==> src/logic/debug_pkg.sv <==
package debug_pkg;

  // system clock and serial link timing
  localparam int unsigned CLK_HZ         = 20_000_000;
  localparam int unsigned CLK_PERIOD_NS  = 50;
  localparam int unsigned LINK_BAUD      = 115_200;
  localparam int unsigned BIT_CYCLES     = CLK_HZ / LINK_BAUD;
  localparam int unsigned CORE_RESET_NS  = 200;
  localparam int unsigned CORE_RESET_CYC =
    (CORE_RESET_NS + CLK_PERIOD_NS - 1) / CLK_PERIOD_NS;

  // register byte offsets on the avalon slave
  localparam logic [4:0] OFF_CONTROL = 5'h00;
  localparam logic [4:0] OFF_COUNTER = 5'h04;
  localparam logic [4:0] OFF_STATUS  = 5'h08;
  localparam logic [4:0] OFF_MASK    = 5'h0c;

  // debug_control field positions
  localparam int unsigned BIT_DEBUG_STATE = 7;
  localparam int unsigned BIT_BRK_ENABLE  = 6;
  localparam int unsigned BIT_ACK_ENABLE  = 5;
  localparam int unsigned BIT_LOOP_SELECT = 4;
  localparam int unsigned BIT_PC_BREAK    = 3;
  localparam int unsigned BIT_ZERO_BREAK  = 2;
  localparam int unsigned BIT_RESERVED    = 1;
  localparam int unsigned BIT_RESET       = 0;

  localparam logic [7:0]  CONTROL_RESET   = 8'h00;
  localparam logic [15:0] COUNTER_RESET   = 16'h0000;
  localparam logic [7:0]  BRK_OPCODE      = 8'h00;
  localparam logic [7:0]  ACK_CHARACTER   = 8'hff;

  // interrupt status and mask layout
  localparam int unsigned EVT_COUNT     = 3;
  localparam int unsigned EVT_BRK_ENTRY = 0;
  localparam int unsigned EVT_PC_MATCH  = 1;
  localparam int unsigned EVT_ACK_SENT  = 2;

  typedef enum logic [1:0] {
    TX_IDLE  = 2'b00,
    TX_START = 2'b01,
    TX_DATA  = 2'b11,
    TX_STOP  = 2'b10
  } tx_state_e;

endpackage

==> src/logic/ack_serial_tx.sv <==
`timescale 1ns/10ps
module ack_serial_tx
  import debug_pkg::*;
#(
  parameter int unsigned BIT_CYC = BIT_CYCLES
) (
  // clock and reset
  input  wire logic       clk_sys,
  input  wire logic       rst,
  // character request
  input  wire logic       start,
  input  wire logic [7:0] char_in,
  output wire logic       busy,
  output logic            done,
  // open-drain pin, driven only while low
  output wire logic       pin_out,
  output logic            pin_oe
);

  generate
    if (BIT_CYC < 2 || BIT_CYC > 65536) begin : g_chk
      $error("ack_serial_tx: BIT_CYC must be 2 to 65536");
    end
  endgenerate

  tx_state_e   state_reg;
  tx_state_e   state_next;
  logic [15:0] tick_reg;
  logic [2:0]  bit_reg;
  logic [7:0]  shift_reg;

  wire logic tick_end = (tick_reg == 16'(BIT_CYC - 1));

  assign busy    = (state_reg != TX_IDLE);
  assign pin_out = 1'b0;

  always_comb begin
    state_next = state_reg;
    case (state_reg)
      TX_IDLE:  if (start) state_next = TX_START;
      TX_START: if (tick_end) state_next = TX_DATA;
      TX_DATA:  if (tick_end && bit_reg == 3'd7) state_next = TX_STOP;
      TX_STOP:  if (tick_end) state_next = TX_IDLE;
      default:  state_next = TX_IDLE;
    endcase
  end

  // rs-232 style frame: one start bit low, eight data bits lsb first, one stop bit
  always_ff @(posedge clk_sys or posedge rst) begin
    if (rst) begin
      state_reg <= TX_IDLE;
      tick_reg  <= 16'h0000;
      bit_reg   <= 3'd0;
      shift_reg <= 8'h00;
      pin_oe    <= 1'b0;
      done      <= 1'b0;
    end else begin
      state_reg <= state_next;
      done      <= (state_reg == TX_STOP) && tick_end;
      tick_reg  <= (state_reg == TX_IDLE || tick_end) ? 16'h0000 : tick_reg + 16'h0001;
      if (state_reg == TX_IDLE && start) begin
        shift_reg <= char_in;
        bit_reg   <= 3'd0;
      end else if (state_reg == TX_DATA && tick_end) begin
        shift_reg <= {1'b0, shift_reg[7:1]};
        bit_reg   <= bit_reg + 3'd1;
      end
      case (state_next)
        TX_START: pin_oe <= 1'b1;
        TX_DATA:  pin_oe <= (state_reg == TX_START) ? ~shift_reg[0]
                          : (tick_end ? ~shift_reg[1] : pin_oe);
        default:  pin_oe <= 1'b0;
      endcase
    end
  end

endmodule

==> src/logic/debug_control_breakpoint.sv <==
`timescale 1ns/10ps
module debug_control_breakpoint
  import debug_pkg::*;
#(
  parameter int unsigned RESET_CYC = CORE_RESET_CYC,
  parameter int unsigned BIT_CYC   = BIT_CYCLES
) (
  // clock and reset
  input  wire logic        clk_sys,
  input  wire logic        rst,
  // avalon-mm slave
  input  wire logic [4:0]  address,
  input  wire logic        read,
  input  wire logic        write,
  input  wire logic [31:0] writedata,
  input  wire logic [3:0]  byteenable,
  output logic      [31:0] readdata,
  output wire logic        waitrequest,
  // control writes decoded from the host link
  input  wire logic        host_ctrl_wr,
  input  wire logic [7:0]  host_ctrl_data,
  // core observation and control
  input  wire logic        opcode_valid,
  input  wire logic [7:0]  opcode,
  input  wire logic        pc_valid,
  input  wire logic [15:0] pc,
  input  wire logic        read_protect,
  output logic             core_reset,
  output wire logic        fetch_halt,
  output logic             repeat_break,
  // debug serial pin, open drain, plus receiver activity
  input  wire logic        link_rx_busy,
  output wire logic        dbg_pin_out,
  output wire logic        dbg_pin_oe,
  // interrupt
  output wire logic        irq
);

  generate
    if (RESET_CYC < 1 || RESET_CYC > 65535) begin : g_chk
      $error("debug_control_breakpoint: RESET_CYC out of range");
    end
  endgenerate

  function automatic logic hit(input logic [4:0] a, input logic [4:0] off);
    return a[4:2] == off[4:2];
  endfunction

  logic [7:0]           control_reg;
  logic [15:0]          counter_reg;
  logic [EVT_COUNT-1:0] status_reg;
  logic [EVT_COUNT-1:0] mask_reg;
  logic                 ack_reg;
  logic [15:0]          rst_cnt_reg;
  logic                 ack_pend_reg;
  logic [7:0]           control_next;

  // bus decode: every request waits exactly one cycle
  wire logic req       = read | write;
  wire logic wr_go     = write & ack_reg;
  wire logic sel_ctrl  = hit(address, OFF_CONTROL);
  wire logic sel_cnt   = hit(address, OFF_COUNTER);
  wire logic sel_stat  = hit(address, OFF_STATUS);
  wire logic sel_mask  = hit(address, OFF_MASK);
  wire logic sw_ctrl   = wr_go & sel_ctrl & byteenable[0];
  wire logic ctrl_wr   = sw_ctrl | host_ctrl_wr;
  wire logic [7:0] wdata = host_ctrl_wr ? host_ctrl_data : writedata[7:0];

  assign waitrequest = req & ~ack_reg;

  wire logic [31:0] rd_mux =
      sel_ctrl ? {24'h00_0000, control_reg[7:2], 1'b0, control_reg[0]}
    : sel_cnt  ? {16'h0000, counter_reg}
    : sel_stat ? {{(32-EVT_COUNT){1'b0}}, status_reg}
    : sel_mask ? {{(32-EVT_COUNT){1'b0}}, mask_reg}
    : 32'h0000_0000;

  // breakpoint detection, blocked while the core is held in reset or stopped
  wire logic in_reset  = (rst_cnt_reg != 16'h0000);
  wire logic dbg_bit   = control_reg[BIT_DEBUG_STATE];
  wire logic brk_seen  = opcode_valid & (opcode == BRK_OPCODE) & ~in_reset & ~dbg_bit;
  wire logic brk_live  = brk_seen & control_reg[BIT_BRK_ENABLE];
  wire logic brk_enter = brk_live & ~control_reg[BIT_LOOP_SELECT];
  wire logic brk_loop  = brk_live & control_reg[BIT_LOOP_SELECT];
  wire logic pc_hit    = pc_valid & control_reg[BIT_PC_BREAK] & ~in_reset
                       & ~dbg_bit & (pc == counter_reg);
  wire logic brk_event = brk_live | pc_hit;

  assign fetch_halt = dbg_bit | in_reset;

  // a zero to the debug bit is dropped under read protect unless it resets
  wire logic protect_hold = read_protect & dbg_bit & ~wdata[BIT_RESET];

  always_comb begin
    control_next = control_reg;
    if (ctrl_wr) begin
      control_next = wdata;
      control_next[BIT_RESERVED] = 1'b0;
      if (protect_hold)
        control_next[BIT_DEBUG_STATE] = 1'b1;
    end
    // a fresh reset write in the last count cycle keeps its reset bit
    if (in_reset && rst_cnt_reg == 16'h0001 && !(ctrl_wr && wdata[BIT_RESET]))
      control_next[BIT_RESET] = 1'b0;
    // hardware entry wins over a clear in the same cycle
    if (brk_enter || pc_hit)
      control_next[BIT_DEBUG_STATE] = 1'b1;
  end

  always_ff @(posedge clk_sys or posedge rst) begin
    if (rst) begin
      control_reg <= CONTROL_RESET;
      counter_reg <= COUNTER_RESET;
      mask_reg    <= '0;
      ack_reg     <= 1'b0;
      readdata    <= 32'h0000_0000;
    end else begin
      control_reg <= control_next;
      ack_reg     <= req & ~ack_reg;
      if (req && !ack_reg)
        readdata <= rd_mux;
      if (wr_go && sel_cnt && byteenable[0])
        counter_reg[7:0] <= writedata[7:0];
      if (wr_go && sel_cnt && byteenable[1])
        counter_reg[15:8] <= writedata[15:8];
      if (wr_go && sel_mask && byteenable[0])
        mask_reg <= writedata[EVT_COUNT-1:0];
    end
  end

  // core reset pulse; the debug bit written with it decides stop or go
  always_ff @(posedge clk_sys or posedge rst) begin
    if (rst) begin
      rst_cnt_reg  <= 16'h0000;
      core_reset   <= 1'b0;
      repeat_break <= 1'b0;
    end else begin
      if (ctrl_wr && wdata[BIT_RESET])
        rst_cnt_reg <= 16'(RESET_CYC);
      else if (in_reset)
        rst_cnt_reg <= rst_cnt_reg - 16'h0001;
      core_reset   <= (ctrl_wr && wdata[BIT_RESET]) || rst_cnt_reg > 16'h0001;
      repeat_break <= brk_loop;
    end
  end

  // acknowledge character: waits while the host is talking
  logic tx_busy;
  logic tx_done;
  wire logic tx_start = ack_pend_reg & ~tx_busy & ~link_rx_busy;

  always_ff @(posedge clk_sys or posedge rst) begin
    if (rst)
      ack_pend_reg <= 1'b0;
    else if (brk_event && control_reg[BIT_ACK_ENABLE])
      ack_pend_reg <= 1'b1;
    else if (tx_start)
      ack_pend_reg <= 1'b0;
  end

  ack_serial_tx #(
    .BIT_CYC (BIT_CYC)
  ) u_tx (
    .clk_sys (clk_sys),
    .rst     (rst),
    .start   (tx_start),
    .char_in (ACK_CHARACTER),
    .busy    (tx_busy),
    .done    (tx_done),
    .pin_out (dbg_pin_out),
    .pin_oe  (dbg_pin_oe)
  );

  // sticky events, write one to clear, a new event beats the clear
  wire logic [EVT_COUNT-1:0] evt;
  assign evt[EVT_BRK_ENTRY] = brk_enter;
  assign evt[EVT_PC_MATCH]  = pc_hit;
  assign evt[EVT_ACK_SENT]  = tx_done;

  genvar gi;
  generate
    for (gi = 0; gi < EVT_COUNT; gi++) begin : g_evt
      wire logic clr = wr_go & sel_stat & byteenable[0] & writedata[gi];
      always_ff @(posedge clk_sys or posedge rst) begin
        if (rst)
          status_reg[gi] <= 1'b0;
        else if (evt[gi])
          status_reg[gi] <= 1'b1;
        else if (clr)
          status_reg[gi] <= 1'b0;
      end
    end
  endgenerate

  assign irq = |(status_reg & mask_reg);

  // length of the last core reset pulse, read by the reset length check
  logic [15:0] rst_len_reg;

  always_ff @(posedge clk_sys or posedge rst) begin
    if (rst)
      rst_len_reg <= 16'h0000;
    else if (!core_reset)
      rst_len_reg <= 16'h0000;
    else
      rst_len_reg <= rst_len_reg + 16'h0001;
  end

  // checks
  wire logic wr81 = ctrl_wr & (wdata == 8'h81);
  wire logic wr41 = ctrl_wr & (wdata == 8'h41);
  wire logic wr40 = ctrl_wr & (wdata == 8'h40) & dbg_bit & ~read_protect;

  property p_reset_stop;
    @(posedge clk_sys) disable iff (rst)
    wr81 |=> core_reset ##0 dbg_bit;
  endproperty
  a_reset_stop: assert property (p_reset_stop) else $error("81H did not reset and stop");

  property p_reset_go;
    @(posedge clk_sys) disable iff (rst)
    wr41 && !brk_event |=> core_reset && !dbg_bit;
  endproperty
  a_reset_go: assert property (p_reset_go) else $error("41H did not reset and run");

  property p_run;
    @(posedge clk_sys) disable iff (rst)
    wr40 && !brk_enter && !pc_hit && (rst_cnt_reg <= 16'h0001) |=> !fetch_halt;
  endproperty
  a_run: assert property (p_run) else $error("40H did not resume the core");

  property p_halt;
    @(posedge clk_sys) disable iff (rst)
    dbg_bit |-> fetch_halt;
  endproperty
  a_halt: assert property (p_halt) else $error("fetch not stopped in debug state");

  property p_brk_enter;
    @(posedge clk_sys) disable iff (rst)
    brk_enter |=> dbg_bit && status_reg[EVT_BRK_ENTRY];
  endproperty
  a_brk_enter: assert property (p_brk_enter) else $error("break did not enter debug");

  property p_brk_loop;
    @(posedge clk_sys) disable iff (rst)
    brk_loop && !pc_hit && !ctrl_wr |=> repeat_break && !dbg_bit;
  endproperty
  a_brk_loop: assert property (p_brk_loop) else $error("loop break mishandled");

  property p_brk_nop;
    @(posedge clk_sys) disable iff (rst)
    brk_seen && !control_reg[BIT_BRK_ENABLE] && !pc_hit && !ctrl_wr |=> !dbg_bit && !repeat_break;
  endproperty
  a_brk_nop: assert property (p_brk_nop) else $error("disabled break had an effect");

  property p_protect;
    @(posedge clk_sys) disable iff (rst)
    read_protect && dbg_bit && ctrl_wr && !wdata[BIT_RESET] |=> dbg_bit;
  endproperty
  a_protect: assert property (p_protect) else $error("protected debug bit cleared");

  property p_ack;
    @(posedge clk_sys) disable iff (rst)
    brk_event && control_reg[BIT_ACK_ENABLE] && !tx_busy && !ack_pend_reg && !link_rx_busy
      ##1 !link_rx_busy |=> dbg_pin_oe;
  endproperty
  a_ack: assert property (p_ack) else $error("ack character not started");

  property p_pc;
    @(posedge clk_sys) disable iff (rst)
    pc_hit |=> dbg_bit ##0 status_reg[EVT_PC_MATCH];
  endproperty
  a_pc: assert property (p_pc) else $error("pc match did not break");

  property p_half;
    @(posedge clk_sys) disable iff (rst)
    link_rx_busy && !tx_busy |=> !tx_busy;
  endproperty
  a_half: assert property (p_half) else $error("sent while host was talking");

  property p_rst_len;
    @(posedge clk_sys) disable iff (rst)
    $fell(core_reset) |-> rst_len_reg >= 16'(RESET_CYC);
  endproperty
  a_rst_len: assert property (p_rst_len) else $error("core reset pulse too short");

  property p_halt_reset;
    @(posedge clk_sys) disable iff (rst)
    core_reset |-> fetch_halt;
  endproperty
  a_halt_reset: assert property (p_halt_reset) else $error("fetch ran during core reset");

  property p_bit0_clear;
    @(posedge clk_sys) disable iff (rst)
    $fell(core_reset) |-> !control_reg[BIT_RESET];
  endproperty
  a_bit0_clear: assert property (p_bit0_clear) else $error("reset bit not cleared");

  property p_pin_idle;
    @(posedge clk_sys) disable iff (rst)
    !tx_busy |-> !dbg_pin_oe;
  endproperty
  a_pin_idle: assert property (p_pin_idle) else $error("pin driven while idle");

  property p_pend_hold;
    @(posedge clk_sys) disable iff (rst)
    ack_pend_reg && link_rx_busy |=> ack_pend_reg;
  endproperty
  a_pend_hold: assert property (p_pend_hold) else $error("pending ack lost");

  property p_ack_done;
    @(posedge clk_sys) disable iff (rst)
    tx_done |=> status_reg[EVT_ACK_SENT];
  endproperty
  a_ack_done: assert property (p_ack_done) else $error("ack sent not flagged");

  property p_counter_wr;
    @(posedge clk_sys) disable iff (rst)
    wr_go && sel_cnt && byteenable[1:0] == 2'b11 |=> counter_reg == $past(writedata[15:0]);
  endproperty
  a_counter_wr: assert property (p_counter_wr) else $error("counter write lost");

  property p_status_clr;
    @(posedge clk_sys) disable iff (rst)
    wr_go && sel_stat && byteenable[0] && writedata[EVT_PC_MATCH] && !pc_hit
      |=> !status_reg[EVT_PC_MATCH];
  endproperty
  a_status_clr: assert property (p_status_clr) else $error("status bit not cleared");

  property p_bus_wait;
    @(posedge clk_sys) disable iff (rst)
    waitrequest |=> !waitrequest;
  endproperty
  a_bus_wait: assert property (p_bus_wait) else $error("more than one wait cycle");

  c_stop: cover property (@(posedge clk_sys) disable iff (rst) wr81);
  c_brk:  cover property (@(posedge clk_sys) disable iff (rst) brk_enter);
  c_loop: cover property (@(posedge clk_sys) disable iff (rst) brk_loop ##1 brk_loop);
  c_ack:  cover property (@(posedge clk_sys) disable iff (rst) tx_done);

endmodule

==> config.mk <==
export PLATFORM = sky130hd
export DESIGN_NAME = debug_control_breakpoint
export DESIGN_NICKNAME = d
export VERILOG_FILES = /design/src/logic/debug_pkg.sv /design/src/logic/ack_serial_tx.sv /design/src/logic/debug_control_breakpoint.sv
export SDC_FILE = /design/constraint.sdc
export NUM_CORES = 1
export LEC_CHECK = 0
export ABC_AREA = 1
export CORE_MARGIN = 1
export CORE_UTILIZATION = 46
export CTS_CLUSTER_SIZE = 30
export DETAILED_ROUTE_END_ITERATION = 10
export DONT_BUFFER_PORTS = 1
export GPL_TIMING_DRIVEN = 1
export HOLD_SLACK_MARGIN = 0.06
export PLACE_DENSITY_LB_ADDON = 0.08
export SYNTH_ARGS = -nofsm -noshare
export SYNTH_HDL_FRONTEND = slang
export SYNTH_HIERARCHICAL = 1
export SYNTH_SLANG_ARGS = --single-unit
==> constraint.sdc <==
create_clock -name clk_sys -period 2.15 [get_ports clk_sys]
set_clock_uncertainty 0.2 [all_clocks]
set_input_delay 0.1075 -clock clk_sys [delete_from_list [all_inputs] [get_ports clk_sys]]
set_output_delay 0.1075 -clock clk_sys [all_outputs]
set_load 0.05 [all_outputs]
# Word level (Yosys, flattened, before mapping)
# Cells that the tools add are included.
[op_classes] addsub=3 muxes=32 eq_ne=13 n_lt_le_gt_ge=1 bitwise_logic=37 n_reduce_logical=33
[ops] op="16-bit two-way mux" count=5
[ops] op="8-bit two-way mux" count=4
[ops] op="1-bit AND" count=23
[ops] op="2-bit nonzero test" count=9
[ops] op="16-bit by 1-bit adder with 16-bit output (second input constant)" count=1
[ops] op="16-bit by 1-bit == test with 1-bit output (second input constant)" count=1
[ops] op="16-bit == test" count=1
[ops] op="16-bit by 8-bit == test with 1-bit output (second input constant)" count=1
[ops] op="16-bit by 1-bit > comparator with 1-bit output (second input constant)" count=1
[ops] op="16-bit nonzero test" count=1
[ops] op="16-bit by 1-bit subtractor with 16-bit output (second input constant)" count=1
[ops] op="1-bit logical AND" count=14
[ops] op="1-bit two-way mux" count=13
[ops] op="3-bit two-way mux" count=4
[ops] op="1-bit inverter" count=9
[ops] op="8-bit zero test" count=1
[ops] op="2-bit two-way mux" count=4
[ops] op="2-bit one-hot mux with 4 select lines" count=1
[ops] op="2-bit == test (second input constant)" count=3
[ops] op="3-bit by 2-bit == test with 1-bit output (second input constant)" count=2
[ops] op="2-bit by 1-bit == test with 1-bit output (second input constant)" count=2
[ops] op="1-bit OR" count=4
[ops] op="3-bit by 1-bit adder with 3-bit output (second input constant)" count=1
[ops] op="3-bit AND" count=1
[ops] op="other kinds (9)" count=12
[word_totals] register_bits=112 word_cells=140 inputBits=82

# Depth between registers and ports, before layout
[depth] word_depth=8 mapped_depth=11 depth_no_buf=10

# Hierarchy
# The synthesis kept the hierarchy.
[modules_own_cells] module="debug_control_breakpoint" cells_each=488 area_per_inst_um2=3666.0 seq_area_each_um2=1626.6 n_inst=1
[modules_own_cells] module="ack_serial_tx" cells_each=254 area_per_inst_um2=1788.0 seq_area_each_um2=775.7 n_inst=1

# Worst setup path after synthesis
# OpenSTA, ideal clock, no wires.
[synth_timing] path_type="flip-flop to flip-flop" from="reg ack_reg" to="reg readdata[1]" path_buffers=1 setup_ns=0.129 setup_slack_ns=0.282 t_arrival_ns=1.539 period_less_slack_ns=1.868 path_stages_with_launch=6 path_cell_list="dfrtp_1 > nor2_2 > inv_2 > clkbuf_1 > nand2_1 > o21ai_0"
[synth_via] elab_chain_len=2
[synth_lines] element="from (decl)" line="debug_control_breakpoint.sv:53" rtl="logic ack_reg;"
[synth_lines] element="from (signal assigned)" line="debug_control_breakpoint.sv:119" rtl="ack_reg <= req & ~ack_reg;"
[synth_lines] element="1-bit zero test" line="debug_control_breakpoint.sv:120" rtl="if (req && !ack_reg)"
[synth_lines] element="1-bit logical AND" line="debug_control_breakpoint.sv:120"
[synth_lines] element="to (signal assigned)" line="debug_control_breakpoint.sv:121" rtl="readdata <= rd_mux;"
[synth_lines] element="to (decl)" line="debug_control_breakpoint.sv:17" rtl="output logic [31:0] readdata,"
# No other way between the ends.
# A chain may end at the register's enable or synchronous reset.

# Worst setup path in the final report
[layout_timing] from="reg rst_cnt_reg[5]" to="out fetch_halt"
[layout_via] elab_chain_len=2
[layout_lines] element="from (decl)" line="debug_control_breakpoint.sv:54" rtl="logic [15:0] rst_cnt_reg;"
[layout_lines] element="from (signal assigned)" line="debug_control_breakpoint.sv:139" rtl="rst_cnt_reg <= 16'(RESET_CYC);"
[layout_lines] element="from (signal assigned)" line="debug_control_breakpoint.sv:141" rtl="rst_cnt_reg <= rst_cnt_reg - 16'h0001;"
[layout_lines] element="16-bit nonzero test" line="debug_control_breakpoint.sv:79" rtl="wire logic in_reset = (rst_cnt_reg != 16'h0000);"
[layout_lines] element="1-bit OR" line="debug_control_breakpoint.sv:89" rtl="assign fetch_halt = dbg_bit | in_reset;"
[layout_lines] element="to (decl)" line="debug_control_breakpoint.sv:29" rtl="output wire logic fetch_halt,"
# No other way between the ends.

==> results.json <==
{
  "run_status": "finished clean",
  "ys_top_cells_by_count": "nand2_1, nor2_1, dfrtp_1",
  "critPathCapture": "fetch_halt",
  "fin_tns_setup_ps": 0,
  "share_seq_of_total_power_pct": 42.7,
  "worst_r2r_startpoint": "ack_reg",
  "setup-violations-final": 0,
  "timing_worst_slew_pin_value_ps": 618.6,
  "worst_ep_required_time_ps": 1840,
  "ys_warn_count": 6,
  "multi_input_comb_area_um2": 2577,
  "number_of_detailed_route_iterations_in_the_first_pass": 5,
  "slew_viol_final": 0,
  "worst-endpoint-arrival_ps": 1740,
  "synth_most_common_cell": "nand2_1",
  "design.portCount": 121,
  "post-synth-top-area-cell": "dfrtp_1",
  "power.net_switching_mw": 2.404,
  "yosysSeqAreaShare_pct": 44.05,
  "r2r_end": "control_reg[3]",
  "final_hold_viol_count": 0,
  "startpoint_type": "flop",
  "netlist_instances": 742,
  "port_buffers": 0,
  "fmaxAchievable_mhz": 487.5,
  "final_cells": 981,
  "cellInternalPower_mw": 3.894,
  "detailedPlacementHpwl_mm": 9.609,
  "antenna_cells_inserted": 0,
  "number_of_global_route_vias_before_repair": 4674,
  "gp_congestion": 0.8415,
  "coreArea_um2": 11470,
  "comb_power_share_pct": 32.9,
  "synth-seq-cells": 96,
  "timing.reg2reg.worst_path_depth": 6,
  "area_overhead_vs_synth_pct": 22.21,
  "final_nets": 922,
  "placedCellCount": 888,
  "fp.dieArea_um2": 12300,
  "floorplan.die.height_um": 110.9,
  "ant_nets": 0,
  "initial_core_util_pct": 47.56,
  "total_power_mw": 6.299,
  "initial_antenna_violation_count": 0,
  "mappedNetlistArea_um2": 5454,
  "grt_first_pass_wirelength_mm": 22.40,
  "starting_drc_count_in_detailed_routing": 295,
  "fin_hold_ws_ps": 34.26,
  "worst-setup-path-type": "flop to output port",
  "global_route.usage.total_pct": 22.87,
  "cts_tree": "done",
  "post_route_cells_drive_above_1_share_pct": 8.711,
  "nFillCells": 1029,
  "p_leak_nw": 3.401,
  "synth.avg_cell_area_um2": 7.350,
  "synthTopCellsByArea": "dfrtp_1, nand2_1, nor2_1, inv_1, nand3_1",
  "via_count": 4924,
  "postPlaceCellArea_um2": 5588,
  "register_cell_area_after_layout_um2": 2402,
  "worst_setup_path_startpoint": "rst_cnt_reg[5]",
  "overflow": 0,
  "power_density_nw_per_um2": 945.0,
  "numCtsBuffers": 9,
  "clock_sink_count": 96,
  "routed_wirelength_mm": 13.53,
  "clk_transition_reported_paths_ps": 60,
  "finish.instance_area_um2": 6665,
  "drc_errors": 0,
  "synth_top_flop_cell": "dfrtp_1",
  "maximum_number_of_pins_on_one_net_before_global_route_repair": 40,
  "synth_top_area_share_pct": 44.05,
  "die-width_um": 110.9,
  "clock_tree.root_cell": "clkbuf_16",
  "synth-edff-count": 0,
  "slew_limit_headroom_pct": 58.70,
  "htree_levels": 3,
  "max_cap_violations": 0,
  "vias_per_std_cell": 5.019,
  "hold_path_class": "primary input to flop",
  "r2r_slack_ps": 110,
  "swShare_pct": 38.17,
  "cts_buffer_depth": 2,
  "vdd_drop_max_uv": 456.8,
  "clock_insertion_delay_worst_skew_ps": 340,
  "synth_cell_type_count": 41,
  "crit_path_time_final_ps": 2051,
  "clockPowerShare_pct": 24.4,
  "biggest_fanout_along_the_worst_timing_path": 5,
  "route.detailed.wl_per_inst_um": 13.79,
  "async_set_reset_flop_share_out_of_synthesis_pct": 100.0,
  "grt_setup_unrepaired": "yes",
  "fin_crit_sh_pct": 95.40,
  "worst_setup_path_end_kind": "output port",
  "num_rows": 39
}
==> layout by cell type (no fill, tap or decap), drive strengths merged, types with 4 or more instances in the layout <==
master	n
conb	25
nor2	114
ha	7
dlygate4sd3	75
nor3	17
nand4	11
xor2	5
o21ai	36
buf	10
dfrtp	96
o22ai	4
a21oi	18
clkbuf	14
nand2	230
nand3	45
inv	100
xnor2	8
==> kinds of logic (layout without fill, tap and decap cells) <==
logic type	Yosys count	count (layout)	synth area share, %
buffers and inverters	128	202	10.67
DFF	96	96	44.05
adders and majority gates	7	7	1.606
xor gates and xnor gates	13	13	2.088
other	3	25	0.2065
AOI/OAI and AO/OA	73	73	7.800
and+or+nand+nor	422	422	33.59
==> layer usage <==
layer | vias to the layer above | track usage, % | part of all wire [%]
met2 | 136 | 38.63 | 48
li1 | 2473 | - | -
met3 | 23 | 4.921 | 5.7
met5 | - | 0 | 0
met4 | 0 | 8.356 | 2.2
met1 | 2292 | 28.78 | 44
==> power by group through the flow <==
stage               clock (mW)  sequential, mW  combinational [mW]
global placement             0            2.69                1.82
global route              1.67            2.75                2.35
detailed placement           0            2.70                1.86
CTS                       1.58            2.68                2.07
finish                    1.54            2.69                2.07
floorplan                    0            2.63                1.58
==> worst max-delay path, stage by stage, from the launching register on <==
cell and delay, ps:
dfrtp_1 410, nor2_2 170, nand2_2 120, nor2_4 160, nand3_4 130, nor2_4 150, inv_1 80, buf_4 190
==> per-stage QoR <==
step                util [%]  setup slack [ps]
floorplan                  -             216.0
CTS                    57.88             37.07
global placement       48.73             265.5
finish                 58.12             98.82
global route           58.12            -28.61
detailed placement     48.73             243.6
==> cell type report <==
| class | instances | share of cell area (%) |
|---|---|---|
| clock buffer | 14 | 4.111 |
| tap | 143 | 2.684 |
| clock inverter | 2 | 0.1877 |
| inverter | 101 | 5.726 |
| sequential | 96 | 36.04 |
| timing repair buffer | 85 | 12.58 |
| multi-input combinational | 540 | 38.67 |
==> how the worst min path moves through the flow <==
| stage | from | end | slack [ps] | cells past startpoint |
|---|---|---|---|---|
| floorplan | rst | u_tx/bit_reg[0] | 10 | 1 |
| detailed placement | rst | core_reset | -90 | 1 |
| CTS | address[4] | readdata[0] | 60 | 3 |
| global route | byteenable[0] | status_reg[2] | 60 | 5 |
| finish | byteenable[0] | status_reg[2] | 30 | 5 |
| global placement | rst | rst_cnt_reg[2] | -100 | 1 |
==> timing repair <==
item                                    4_1_cts  5_1_grt
resized for setup                             3        3
endpoints found under the hold margin       147        3
setup buffers                                 1        1
pin swaps                                     1        2
hold buffers                                 74        2
endpoints found under the setup margin        1        6
No activity file was read; power rests on OpenSTA's default activity.
